[config.mk]
export PLATFORM = sky130hd
export DESIGN_NAME = fault_failsafe_supervisor
export DESIGN_NICKNAME = d
export VERILOG_FILES = /design/src/supervisor_pkg.sv /design/src/fault_failsafe_supervisor.sv
export SDC_FILE = /design/constraint.sdc
export NUM_CORES = 1
export LEC_CHECK = 0
export BUFFER_PORTS_ARGS = -buffer_cell sky130_fd_sc_hd__buf_2
export CORE_MARGIN = 2
export CORE_UTILIZATION = 60
export CTS_CLUSTER_SIZE = 14
export DETAILED_ROUTE_END_ITERATION = 7
export GPL_ROUTABILITY_DRIVEN = 1
export HOLD_SLACK_MARGIN = 0.02
export PLACE_DENSITY = 0.83
export SYNTH_ARGS = -nofsm -noshare
export SYNTH_HDL_FRONTEND = slang
export SYNTH_SLANG_ARGS = --single-unit
[constraint.sdc]
create_clock -name clk -period 5.34 [get_ports clk]
set_input_delay 0.801 -clock clk [delete_from_list [all_inputs] [get_ports clk]]
set_output_delay 0.801 -clock clk [all_outputs]
set_load 0.05 [all_outputs]
[src/supervisor_pkg.sv]
`default_nettype none
package supervisor_pkg;
	// Timing of the watchdog
	localparam int CLK_PERIOD_NS = 5;
	localparam int WDOG_BASE_MS = 10;
	localparam int WDOG_BASE_CYC = WDOG_BASE_MS * 1000000 / CLK_PERIOD_NS;
	localparam int WDOG_CNT_W = 24;
	localparam int WDOG_SEL_MAX = 8;
	// Serial command framing
	localparam int CMD_W = 8;
	localparam int TOGGLE_POS = 7;
	localparam logic [3:0] BITS_PER_CMD = 4'h8;
	// Register port
	localparam int ADDR_W = 8;
	localparam int DATA_W = 32;
	localparam logic [7:0] ADDR_CTRL = 8'h00;
	localparam logic [7:0] ADDR_WDOG = 8'h04;
	localparam logic [7:0] ADDR_OCCFG = 8'h08;
	localparam logic [7:0] ADDR_STATUS = 8'h0c;
	// Fail-safe resistor selection
	localparam logic [1:0] RES_NONE = 2'h0;
	localparam logic [1:0] RES_OFF = 2'h1;
	localparam logic [1:0] RES_ON = 2'h2;
	typedef enum logic [1:0] {
		MODE_SLEEP    = 2'h0,
		MODE_NORMAL   = 2'h1,
		MODE_FAILSAFE = 2'h2
	} mode_type;
	// Fault flags; over temp in bit 0, supply high in bit 1
	typedef struct packed {
		logic oc;
		logic ol;
		logic uv;
		logic ov;
		logic ot;
	} fault_type;
	typedef struct packed {
		logic      wake;
		logic      rst_b;
		logic      fss;
		logic      din;
		logic      vdd_ok;
		logic      sclk;
		logic      cs_b;
		logic      si;
		fault_type sense;
		logic [1:0] res;
	} pin_type;
	typedef struct packed {
		logic open_load_detect_off;
		logic low_supply_guard_off;
		logic high_supply_guard_off;
		logic out_on;
	} ctrl_type;
	typedef struct packed {
		logic       watchdog_expired_flag;
		logic [1:0] period_sel;
	} wdog_type;
	typedef struct packed {
		logic [1:0] overcurrent_low_time;
		logic       overcurrent_high_level;
		logic [2:0] overcurrent_low_level;
	} occ_type;
	typedef struct packed {
		logic [7:0] last_cmd;
		logic [2:0] rsvd_hi;
		fault_type  flags;
		logic [3:0] rsvd_lo;
		logic       armed;
		logic       normal_op;
		mode_type   mode;
	} status_type;
	// Reset values
	localparam ctrl_type CTRL_RST = 4'h0;
	localparam logic [1:0] WDOG_SEL_RST = 2'h0;
	localparam occ_type OCC_RST = 6'h00;
endpackage
`default_nettype wire

[src/fault_failsafe_supervisor.sv]
`timescale 1ns/1ps
`default_nettype none
module fault_failsafe_supervisor #(
	parameter int WDOG_BASE = supervisor_pkg::WDOG_BASE_CYC
) (
	// Clock and reset
	input  wire logic                              clk,
	input  wire logic                              rst_b,
	// Register port
	input  wire logic [supervisor_pkg::ADDR_W-1:0] addr,
	input  wire logic [supervisor_pkg::DATA_W-1:0] wdata,
	input  wire logic                              wr,
	input  wire logic                              rd,
	output logic [supervisor_pkg::DATA_W-1:0]      rdata_r,
	// Mode pins
	input  wire logic                              wake,
	input  wire logic                              rst_pin_b,
	input  wire logic                              fail_safe_select,
	input  wire logic [1:0]                        fail_safe_resistor,
	input  wire logic                              direct_in,
	input  wire logic                              vdd_ok,
	// Serial link
	input  wire logic                              sclk,
	input  wire logic                              cs_b,
	input  wire logic                              si,
	output logic                                   so_r,
	output logic                                   so_oe_r,
	// Analog fault sense
	input  wire supervisor_pkg::fault_type         sense,
	// Switch control
	output logic                                   gate_on_r,
	output logic                                   fault_status_output_b_r,
	output logic                                   normal_op_r,
	output var supervisor_pkg::occ_type            occ_out_r
);
	import supervisor_pkg::*;

	// Counter must hold the longest period
	if (WDOG_BASE < 1 || WDOG_BASE > (2**WDOG_CNT_W - 1) / WDOG_SEL_MAX)
	begin : g_chk
		$error("WDOG_BASE out of range");
	end

	pin_type            pin_raw;
	pin_type            p1_r;
	pin_type            p_r;
	pin_type            pq_r;
	ctrl_type           ctrl_r;
	ctrl_type           ctrl_nxt;
	ctrl_type           ctrl_eff;
	logic [1:0]         sel_r;
	logic [1:0]         sel_nxt;
	occ_type            occ_r;
	occ_type            occ_nxt;
	fault_type          flag_r;
	fault_type          flag_nxt;
	fault_type          snap_r;
	fault_type          snap_nxt;
	fault_type          set_vec;
	mode_type           mode_r;
	mode_type           mode_nxt;
	logic               armed_r;
	logic               armed_nxt;
	logic [WDOG_CNT_W-1:0] wdog_cnt_r;
	logic [WDOG_CNT_W-1:0] wdog_cnt_nxt;
	logic [WDOG_CNT_W-1:0] wdog_lim;
	logic [CMD_W-1:0]   rx_r;
	logic [CMD_W-1:0]   rx_nxt;
	logic [CMD_W-1:0]   tx_r;
	logic [CMD_W-1:0]   tx_nxt;
	logic [3:0]         bit_cnt_r;
	logic [3:0]         bit_cnt_nxt;
	logic               tog_r;
	logic [CMD_W-1:0]   cmd_r;
	logic               ot_hold_r;
	logic               uv_latch_r;
	logic               oc_latch_r;
	logic [DATA_W-1:0]  rd_val;
	wdog_type           wdog_view;
	status_type         st_view;

	// Every pin passes two flip-flops; pq_r keeps the previous sample
	assign pin_raw = {wake, rst_pin_b, fail_safe_select, direct_in, vdd_ok,
		sclk, cs_b, si, sense, fail_safe_resistor};

	always_ff @(posedge clk) begin
		if (!rst_b) begin
			p1_r <= '0;
			p_r <= '0;
			pq_r <= '0;
		end else begin
			p1_r <= pin_raw;
			p_r <= p1_r;
			pq_r <= p_r;
		end
	end

	// Edge detection on the synchronised pins
	wire vdd = p_r.vdd_ok;
	wire sclk_rise = p_r.sclk & !pq_r.sclk & !p_r.cs_b;
	wire cs_fall = pq_r.cs_b & !p_r.cs_b;
	wire cs_rise = !pq_r.cs_b & p_r.cs_b;
	wire wake_rise = p_r.wake & !pq_r.wake;
	wire rstp_rise = p_r.rst_b & !pq_r.rst_b;
	wire both_low = !p_r.wake & !p_r.rst_b;

	// Mode decode
	wire in_sleep = mode_r == MODE_SLEEP;
	wire in_norm = mode_r == MODE_NORMAL;
	wire in_fs = mode_r == MODE_FAILSAFE;

	// Sleep hides stored settings without losing them
	assign ctrl_eff = in_sleep ? CTRL_RST : ctrl_r;

	// Output command; fail-safe ignores direct input and settings
	wire fs_on = p_r.res == RES_ON;
	wire cmd_on = in_sleep ? 1'b0 :
		in_fs ? fs_on :
		(p_r.din | ctrl_eff.out_on);

	// Fault detection terms
	wire ot_set = gate_on_r & p_r.sense.ot;
	wire ov_act = p_r.sense.ov & !ctrl_eff.high_supply_guard_off;
	wire uv_act = p_r.sense.uv & !ctrl_eff.low_supply_guard_off;
	// Open load stays quiet once software gives up on it
	wire ol_act = p_r.sense.ol & !gate_on_r & !in_sleep &
		!ctrl_eff.open_load_detect_off;
	wire oc_set = gate_on_r & p_r.sense.oc;

	// Anything that forces the switch off
	wire blk = ot_set | ot_hold_r | ov_act | uv_act | uv_latch_r |
		oc_set | oc_latch_r;
	wire gate_nxt = cmd_on & !blk;
	// Open load pulls the pin but never blocks the switch
	wire fault_any = blk | ol_act;

	// Battery in range, reset pin high, no fault
	wire norm_nxt = in_norm & p_r.rst_b & !p_r.sense.uv &
		!p_r.sense.ov & !fault_any;

	// Latching fault holds
	wire ot_hold_nxt = ot_set | (ot_hold_r & p_r.sense.ot);
	// A latched low battery only clears once the command goes off
	wire uv_latch_nxt = uv_act | (uv_latch_r & cmd_on);
	// Overcurrent stays off until commanded off and on again
	wire oc_latch_nxt = oc_set | (oc_latch_r & cmd_on);

	always_ff @(posedge clk) begin
		if (!rst_b) begin
			ot_hold_r <= 1'b0;
			uv_latch_r <= 1'b0;
			oc_latch_r <= 1'b0;
			gate_on_r <= 1'b0;
			fault_status_output_b_r <= 1'b1;
			normal_op_r <= 1'b0;
		end else begin
			ot_hold_r <= ot_hold_nxt;
			uv_latch_r <= uv_latch_nxt;
			oc_latch_r <= oc_latch_nxt;
			gate_on_r <= gate_nxt;
			fault_status_output_b_r <= !fault_any;
			normal_op_r <= norm_nxt;
		end
	end

	// Serial transfer: a valid one is exactly eight clocks under select
	wire done = cs_rise & (bit_cnt_r == BITS_PER_CMD);
	wire tog_chg = done & (rx_r[TOGGLE_POS] != tog_r);

	// Sticky flags; a new event wins over the clear of a read
	assign set_vec = {oc_set, ol_act, uv_act, ov_act, ot_set};
	assign flag_nxt = set_vec |
		(flag_r & ~(done ? snap_r : '0));

	// Shift register; the reported snapshot is taken at select
	always_comb begin
		rx_nxt = rx_r;
		tx_nxt = tx_r;
		bit_cnt_nxt = bit_cnt_r;
		snap_nxt = snap_r;
		if (cs_fall) begin
			tx_nxt = CMD_W'(flag_r);
			snap_nxt = flag_r;
			bit_cnt_nxt = '0;
		end else if (sclk_rise) begin
			rx_nxt = {rx_r[CMD_W-2:0], p_r.si};
			tx_nxt = {tx_r[CMD_W-2:0], 1'b0};
			if (bit_cnt_r != '1) begin
				bit_cnt_nxt = bit_cnt_r + 4'h1;
			end
		end
	end

	always_ff @(posedge clk) begin
		if (!rst_b) begin
			rx_r <= '0;
			tx_r <= '0;
			bit_cnt_r <= '0;
			snap_r <= '0;
			flag_r <= '0;
		end else begin
			rx_r <= rx_nxt;
			tx_r <= tx_nxt;
			bit_cnt_r <= bit_cnt_nxt;
			snap_r <= snap_nxt;
			flag_r <= flag_nxt;
		end
	end

	// Serial output and last accepted command
	always_ff @(posedge clk) begin
		if (!rst_b) begin
			so_r <= 1'b0;
			so_oe_r <= 1'b0;
			tog_r <= 1'b0;
			cmd_r <= '0;
		end else begin
			so_r <= tx_nxt[CMD_W-1];
			so_oe_r <= !p_r.cs_b;
			if (done) begin
				tog_r <= rx_r[TOGGLE_POS];
				cmd_r <= rx_r;
			end
		end
	end

	// Watchdog arm, count and expiry
	assign armed_nxt = p_r.fss & (wake_rise | rstp_rise |
		(armed_r & !in_sleep));
	wire wdog_run = armed_r & in_norm;
	assign wdog_lim = WDOG_CNT_W'((WDOG_BASE << sel_r) - 1);
	wire wdog_exp = wdog_run & (wdog_cnt_r >= wdog_lim);
	assign wdog_cnt_nxt = (!wdog_run | tog_chg | wdog_exp) ? '0 :
		wdog_cnt_r + WDOG_CNT_W'(1);
	// A grounded selector or an open resistor never enters fail-safe
	wire go_fs = wdog_exp & p_r.fss & (p_r.res != RES_NONE);

	// Mode machine; fail-safe is left by reinitialisation or by grounding the selector
	always_comb begin
		mode_nxt = mode_r;
		case (mode_r)
			MODE_SLEEP: begin
				if (!both_low) begin
					mode_nxt = MODE_NORMAL;
				end
			end
			MODE_NORMAL: begin
				if (both_low) begin
					mode_nxt = MODE_SLEEP;
				end else if (go_fs) begin
					mode_nxt = MODE_FAILSAFE;
				end
			end
			MODE_FAILSAFE: begin
				if (both_low) begin
					mode_nxt = MODE_SLEEP;
				end else if (!p_r.fss) begin
					mode_nxt = MODE_NORMAL;
				end
			end
			default: begin
				mode_nxt = MODE_SLEEP;
			end
		endcase
	end
	wire enter_fs = (mode_nxt == MODE_FAILSAFE) & !in_fs;

	always_ff @(posedge clk) begin
		if (!rst_b) begin
			mode_r <= MODE_SLEEP;
			armed_r <= 1'b0;
			wdog_cnt_r <= '0;
		end else begin
			mode_r <= mode_nxt;
			armed_r <= armed_nxt;
			wdog_cnt_r <= wdog_cnt_nxt;
		end
	end

	// Register writes; losing the logic supply forces defaults
	wire wr_ctrl = wr & (addr == ADDR_CTRL);
	wire wr_wdog = wr & (addr == ADDR_WDOG);
	wire wr_occ = wr & (addr == ADDR_OCCFG);
	assign ctrl_nxt = !vdd ? CTRL_RST :
		wr_ctrl ? ctrl_type'(wdata[$bits(ctrl_type)-1:0]) : ctrl_r;
	assign sel_nxt = !vdd ? WDOG_SEL_RST :
		wr_wdog ? wdata[1:0] : sel_r;
	// Only the overcurrent settings fall back on entering fail-safe
	assign occ_nxt = (!vdd | enter_fs) ? OCC_RST :
		wr_occ ? occ_type'(wdata[$bits(occ_type)-1:0]) : occ_r;

	always_ff @(posedge clk) begin
		if (!rst_b) begin
			ctrl_r <= CTRL_RST;
			sel_r <= WDOG_SEL_RST;
			occ_r <= OCC_RST;
			occ_out_r <= OCC_RST;
		end else begin
			ctrl_r <= ctrl_nxt;
			sel_r <= sel_nxt;
			occ_r <= occ_nxt;
			occ_out_r <= in_sleep ? OCC_RST : occ_r;
		end
	end

	// Read views; reading never clears anything here
	assign wdog_view = {in_fs, sel_r};
	assign st_view = {cmd_r, 3'h0, flag_r, 4'h0, armed_r, normal_op_r,
		mode_r};
	assign rd_val = (addr == ADDR_CTRL) ? DATA_W'(ctrl_r) :
		(addr == ADDR_WDOG) ? DATA_W'(wdog_view) :
		(addr == ADDR_OCCFG) ? DATA_W'(occ_r) :
		(addr == ADDR_STATUS) ? DATA_W'(st_view) : '0;

	// Read data stand in each cycle after a cycle with rd high, zero otherwise
	always_ff @(posedge clk) begin
		if (!rst_b) begin
			rdata_r <= '0;
		end else begin
			rdata_r <= rd ? rd_val : '0;
		end
	end
endmodule
`default_nettype wire

# Word-level counts from Yosys, hierarchy flattened
# Index checks and enable logic that the tools add are counted.
# Widths: inputs -> output; s select.
word_totals:
  reg_bits: 144
  inputBits: 59
op_classes:
  addsub: 3
  magnitude_cmp: 1
  n_eq_ne: 10
  shifts: 1
  muxes: 16
  n_bitwise: 57
  reduce_logical: 33
op_table:
  columns: ["operator", "n"]
  rows:
  - ["$and 1x1->1", 34]
  - ["$add 24x1->24 const B", 1]
  - ["$ge 24x24->1", 1]
  - ["$shl 21x2->24 const A", 1]
  - ["$sub 24x2->24 const B", 1]
  - ["$logic_not 1->1", 19]
  - ["$eq 8x4->1 const B", 2]
  - ["$mux 4", 4]
  - ["$or 1x1->1", 16]
  - ["$mux 5", 3]
  - ["$mux 2", 5]
  - ["$eq 8x3->1 const B", 1]
  - ["$logic_not 8->1", 1]
  - ["$reduce_and 2->1", 4]
  - ["$reduce_or 2->1", 4]
  - ["$eq 2x2->1 const B", 3]
  - ["$mux 6", 1]
  - ["$pmux 2 s3", 1]
  - ["$reduce_or 6->1", 1]
  - ["$and 5x5->5", 1]
  - ["$not 5->5", 1]
  - ["$or 5x5->5", 1]
  - ["$add 4x1->4 const B", 1]
  - ["$eq 4x4->1 const B", 1]
  - ["other kinds (8)", 13]

# Logic depth before layout (Yosys ltp)
logic_depth:
  word_depth: 13
  mapped_depth: 12
  ltp_nobuf: 11

# Worst setup path after synthesis
# OpenSTA, ideal clock, no wires.
synth_path:
  path_type: "reg-to-reg"
  start: "reg sel_r[1]"
  end: "reg wdog_cnt_r[16]"
  setup_ps: 65
  t_arrival_ps: 2285
  setup_slack_ps: 2990
  path_stages_with_launch: 13
  path_buffers: 1
  synth_period_minus_slack_ps: 2350
  cell_sequence: "dfxtp_1 inv_1 ha_1 inv_1 a21oi_1 nor2_1 ha_1 nand4_1 inv_1 a221oi_1 nand4_2 buf_2 nor2_1"
synth_via:
  elab_chain_cells: 6
synth_lines:
  columns: ["element", "line_no", "text"]
  rows:
  - ["start: declaration", "fault_failsafe_supervisor.sv:51", "logic [1:0] sel_r;"]
  - ["start signal: assignment", "fault_failsafe_supervisor.sv:300", "sel_r <= sel_nxt;"]
  - ["$shl 21x2->24", "fault_failsafe_supervisor.sv:231", "assign wdog_lim = WDOG_CNT_W'((WDOG_BASE << sel_r) - 1);"]
  - ["$sub 24x2->24", "fault_failsafe_supervisor.sv:231", null]
  - ["$ge 24x24->1", "fault_failsafe_supervisor.sv:232", "wire wdog_exp = wdog_run & (wdog_cnt_r >= wdog_lim);"]
  - ["$and 1x1->1", "fault_failsafe_supervisor.sv:232", null]
  - ["$or 1x1->1", "fault_failsafe_supervisor.sv:233", "assign wdog_cnt_nxt = (!wdog_run | tog_chg | wdog_exp) ? '0 :"]
  - ["$reduce_or 2->1 (no source line)", null, null]
  - ["end signal: assignment", "fault_failsafe_supervisor.sv:276", "wdog_cnt_r <= wdog_cnt_nxt;"]
  - ["end: declaration", "fault_failsafe_supervisor.sv:64", "logic [WDOG_CNT_W-1:0] wdog_cnt_r;"]
# No other way between the ends.
# A chain may end at the register's enable or synchronous reset.

# Final worst setup path
layout_path:
  start: "reg sel_r[1]"
  end: "reg wdog_cnt_r[17]"
# The elaborated chain is that of the path after synthesis.

==> out/metrics.cfg <==
[status]
run_status = finished clean

[sta]
setup_viol = 0
setup_tns_ns = 0
finalHoldViolations = 0
clock-skew-final_ns = 0.00809
timing.final.crit_share_pct = 63.5
period_needed_ns = 3.39
maxSlewViolCount = 0
fmax_mhz = 295
worst_pin_slew_ns = 0.924
rsz0062_at_grt = no
maxSlewHeadroom_pct = 37.8

[setup_path]
cp.required_ns = 5.77
cp_top_family = simple AND/OR/NAND/NOR gates
endpoint = wdog_cnt_r[17]
timing.rr.end = wdog_cnt_r[17]
cpMaxStageDelayCell = nand4_2
max_stage_delay_ns = 0.67
cp.arrival_ns = 3.82
crit_path_start = sel_r[1]
cpMostUsedCell = inv_1
path_max_fanout = 24
worstReg2RegStart = sel_r[1]
cp-start-kind = flop
crit_type = flop to flop
r2r_setup_slack_ns = 1.95
path_cells = inv_1 > ha_1 > inv_1 > a21oi_1 > nor2_1 > ha_1 > nand4_1 > inv_1 > a221oi_1 > nand4_2 > nor2_1
end_kind = flop
reg2reg_depth = 11
worst-path-stages = 11
crit_buf_inv = 3

[synthesis]
yosys_most_used_dff = dfxtp_1
yosysWarningCount = 0
synthCells = 601
synth_top_area_share_pct = 49.4
syn_area_sq_um = 5800
ys_ff_latch = 143
yosysTopAreaCell = dfxtp_1
synth_area_leaders = dfxtp_1 (49%), ha_1 (6.0%), and2_1 (5.2%), nand2_1 (4.7%), mux2i_1 (4.5%)
synth_edf_count = 0
synthDistinctLibCells = 51
synth-seq-area-share_pct = 49.4
syn_area_per_cell_sq_um = 9.65
async_reset_ff_share_pct = 0

[drt]
ant_nets = 0
wirelength_um = 11300
drt_iter0_drc = 183
wire_per_inst_um = 14.1
via_count = 4318
dr.pass1.iters = 5
drc = 0
vias_per_cell = 5.38

[floorplanning]
die_h_um = 102
boundaryPins = 102
start_util_pct = 62.2
core_sq_um = 9330
row_count = 35
die_x_um = 102
dieArea_sq_um = 10500

[min_path]
hp-class = flop to flop

[cts]
cts.sinks = 143
cts_buffers = 17
cts_hold_buf = 0
tritoncts = done
clock_latency_ns = 0.52
cts_root_buf = clkbuf_8
ctsLongestPathBuffers = 2
ctsResizeCount = 0
post_cts.repair.setup_buffers = 0
path_clk_slew_ns = 0.06
ctsHtreeMaxLevel = 4

[final_layout]
fill_cells = 680
final_nets = 747
final_core_util_pct = 71.7
syn_to_final_growth_pct = 15.3
drive_above_1_share_pct = 16.3
antennaDiodeCount = 0

[global_routing]
grt_overflow_total = 0
grt_pass1_wl_um = 18500
grt_pass1_vias = 4052
grt.total_usage_pct = 22.9
grt_start_max_net_pins = 86
antenna_found_initial = 0

[job]
maxCapViolCount = 0

[power_and_ir_drop]
p_leak_nw = 2.79
ir_drop_v = 0.000228
p_per_area_nw_per_um2 = 340

[placement]
gp_congestion = 0.873
portBuffers = 62
dpl.hpwl_um = 7800

-- worst register-to-register path, stage by stage (launching register included) --
cell and delay [ns]:
dfxtp_1 0.45, inv_1 0.19, ha_1 0.22, inv_1 0.10, a21oi_1 0.08, nor2_1 0.12
ha_1 0.24, nand4_1 0.15, inv_1 0.07, a221oi_1 0.65, nand4_2 0.67, nor2_1 0.35
-- how the worst min path moves through the flow --
| stage | start | end | cells after the start |
|---|---|---|---|
| floorplan | p1_r[0] | p_r[0] | 1 |
| global placement | p1_r[9] | p_r[9] | 1 |
| detailed placement | p1_r[4] | p_r[4] | 1 |
| CTS | p1_r[4] | p_r[4] | 1 |
| global route | p1_r[4] | p_r[4] | 1 |
| finish | p1_r[4] | p_r[4] | 1 |
-- cell type report --
cell class                 count  area, sq um  share of cell area (%)
inverter                      16         60.1                   0.898
clock buffer                  18          418                    6.25
clock inverter                14          145                    2.17
multi-input combinational    418         2720                    40.6
tap                          129          161                    2.41
timing repair buffer          64          325                    4.86
sequential                   143         2860                    42.8
-- cells in the mapped netlist (2+ instances only) --
| cell | count |
|---|---|
| nor3_1 | 15 |
| nand2b_1 | 2 |
| inv_1 | 16 |
| a22oi_1 | 6 |
| nor2_1 | 46 |
| o211a_1 | 2 |
| and2_1 | 48 |
| a31oi_1 | 2 |
| nor3_2 | 4 |
| mux2i_1 | 26 |
| conb_1 | 2 |
| nand2_1 | 72 |
| o21ai_0 | 9 |
| xor2_1 | 10 |
| xnor2_1 | 14 |
| buf_2 | 5 |
| nor2b_1 | 15 |
| and3_1 | 13 |
| buf_4 | 13 |
| a221oi_1 | 4 |
| nor4_1 | 3 |
| buf_6 | 2 |
| nand4_1 | 10 |
| clkbuf_1 | 16 |
| dfxtp_1 | 143 |
| ha_1 | 28 |
| nand4_2 | 2 |
| a21boi_0 | 23 |
| nand3_1 | 14 |
| a21oi_1 | 15 |
-- state kept, by name, indices dropped and copies added, names as in the netlist, 7 cells and up --
register,flops
cmd_r,7
rx_r,8
wdog_cnt_r,24
p_r,14
p1_r,15
rdata_r,19
tx_r,8
-- through the flow --
stage          area (sq um)  cells  worst slack [ns]  hold slack [ns]  power [mW]
2_1_floorplan          5840    613              2.99            0.412        1.18
3_3_place_gp           6130    770              2.32            0.416        1.19
3_5_place_dp           6130    770              2.01            0.420        1.19
4_1_cts                6690    802              1.99            0.437        2.29
5_1_grt                6690    802              1.70            0.443        2.35
6_report               6690    802              1.95            0.432        2.28
-- cells in the final DEF (no fill, tap or decap), types with 2 or more instances in the layout --
| cell | Yosys | final |
|---|---|---|
| nor4_1 | 3 | 3 |
| nor3_2 | 4 | 4 |
| a21oi_1 | 15 | 15 |
| nor2_1 | 46 | 46 |
| nand2b_1 | 2 | 2 |
| a21boi_0 | 23 | 23 |
| ha_1 | 28 | 28 |
| and2_1 | 48 | 48 |
| xnor2_1 | 14 | 14 |
| inv_1 | 16 | 16 |
| nand3_1 | 14 | 14 |
| and3_1 | 13 | 13 |
| nand2_1 | 72 | 72 |
| inv_8 | 0 | 2 |
| nand4_2 | 2 | 2 |
| clkinvlp_4 | 0 | 3 |
| buf_4 | 13 | 2 |
| xor2_1 | 10 | 10 |
| a221oi_1 | 4 | 4 |
| nor2b_1 | 15 | 15 |
| clkbuf_16 | 0 | 16 |
| buf_2 | 5 | 62 |
| a22oi_1 | 6 | 6 |
| o211a_1 | 2 | 2 |
| nor3_1 | 15 | 15 |
| mux2i_1 | 26 | 26 |
| nand4_1 | 10 | 10 |
| inv_6 | 0 | 7 |
| dfxtp_1 | 143 | 143 |
| a31oi_1 | 2 | 2 |
| o21ai_0 | 9 | 9 |
| conb_1 | 2 | 14 |
-- metal layers --
layer,wire [um],part of all wire [%],vias to the layer above,GRT usage (%)
met5,0,0,-,0
met4,292,2.6,0,12.3
met3,615,5.4,32,6.02
met2,5240,46,144,35.8
met1,5180,46,2009,29.2
li1,-,-,2133,-
-- kinds of logic after synthesis --
kind of cell	after synthesis	synth area share, %
buffers and inverters	52	4.57
muxes	26	4.49
xor gates and xnor gates	24	3.62
adders and majority gates	28	6.04
other	2	0.129
DFF	143	49.4
AOI/OAI and AO/OA	69	8.35
and+or+nand+nor	257	23.4
-- where the power goes --
part | leakage [nW] | switching [mW] | internal, mW
logic | 1.36 | 0.0544 | 0.0251
clock network | 0.268 | 0.473 | 0.634
registers | 1.16 | 0.00847 | 1.08
total | 2.79 | 0.536 | 1.74
(Power assumes the default switching activity.)
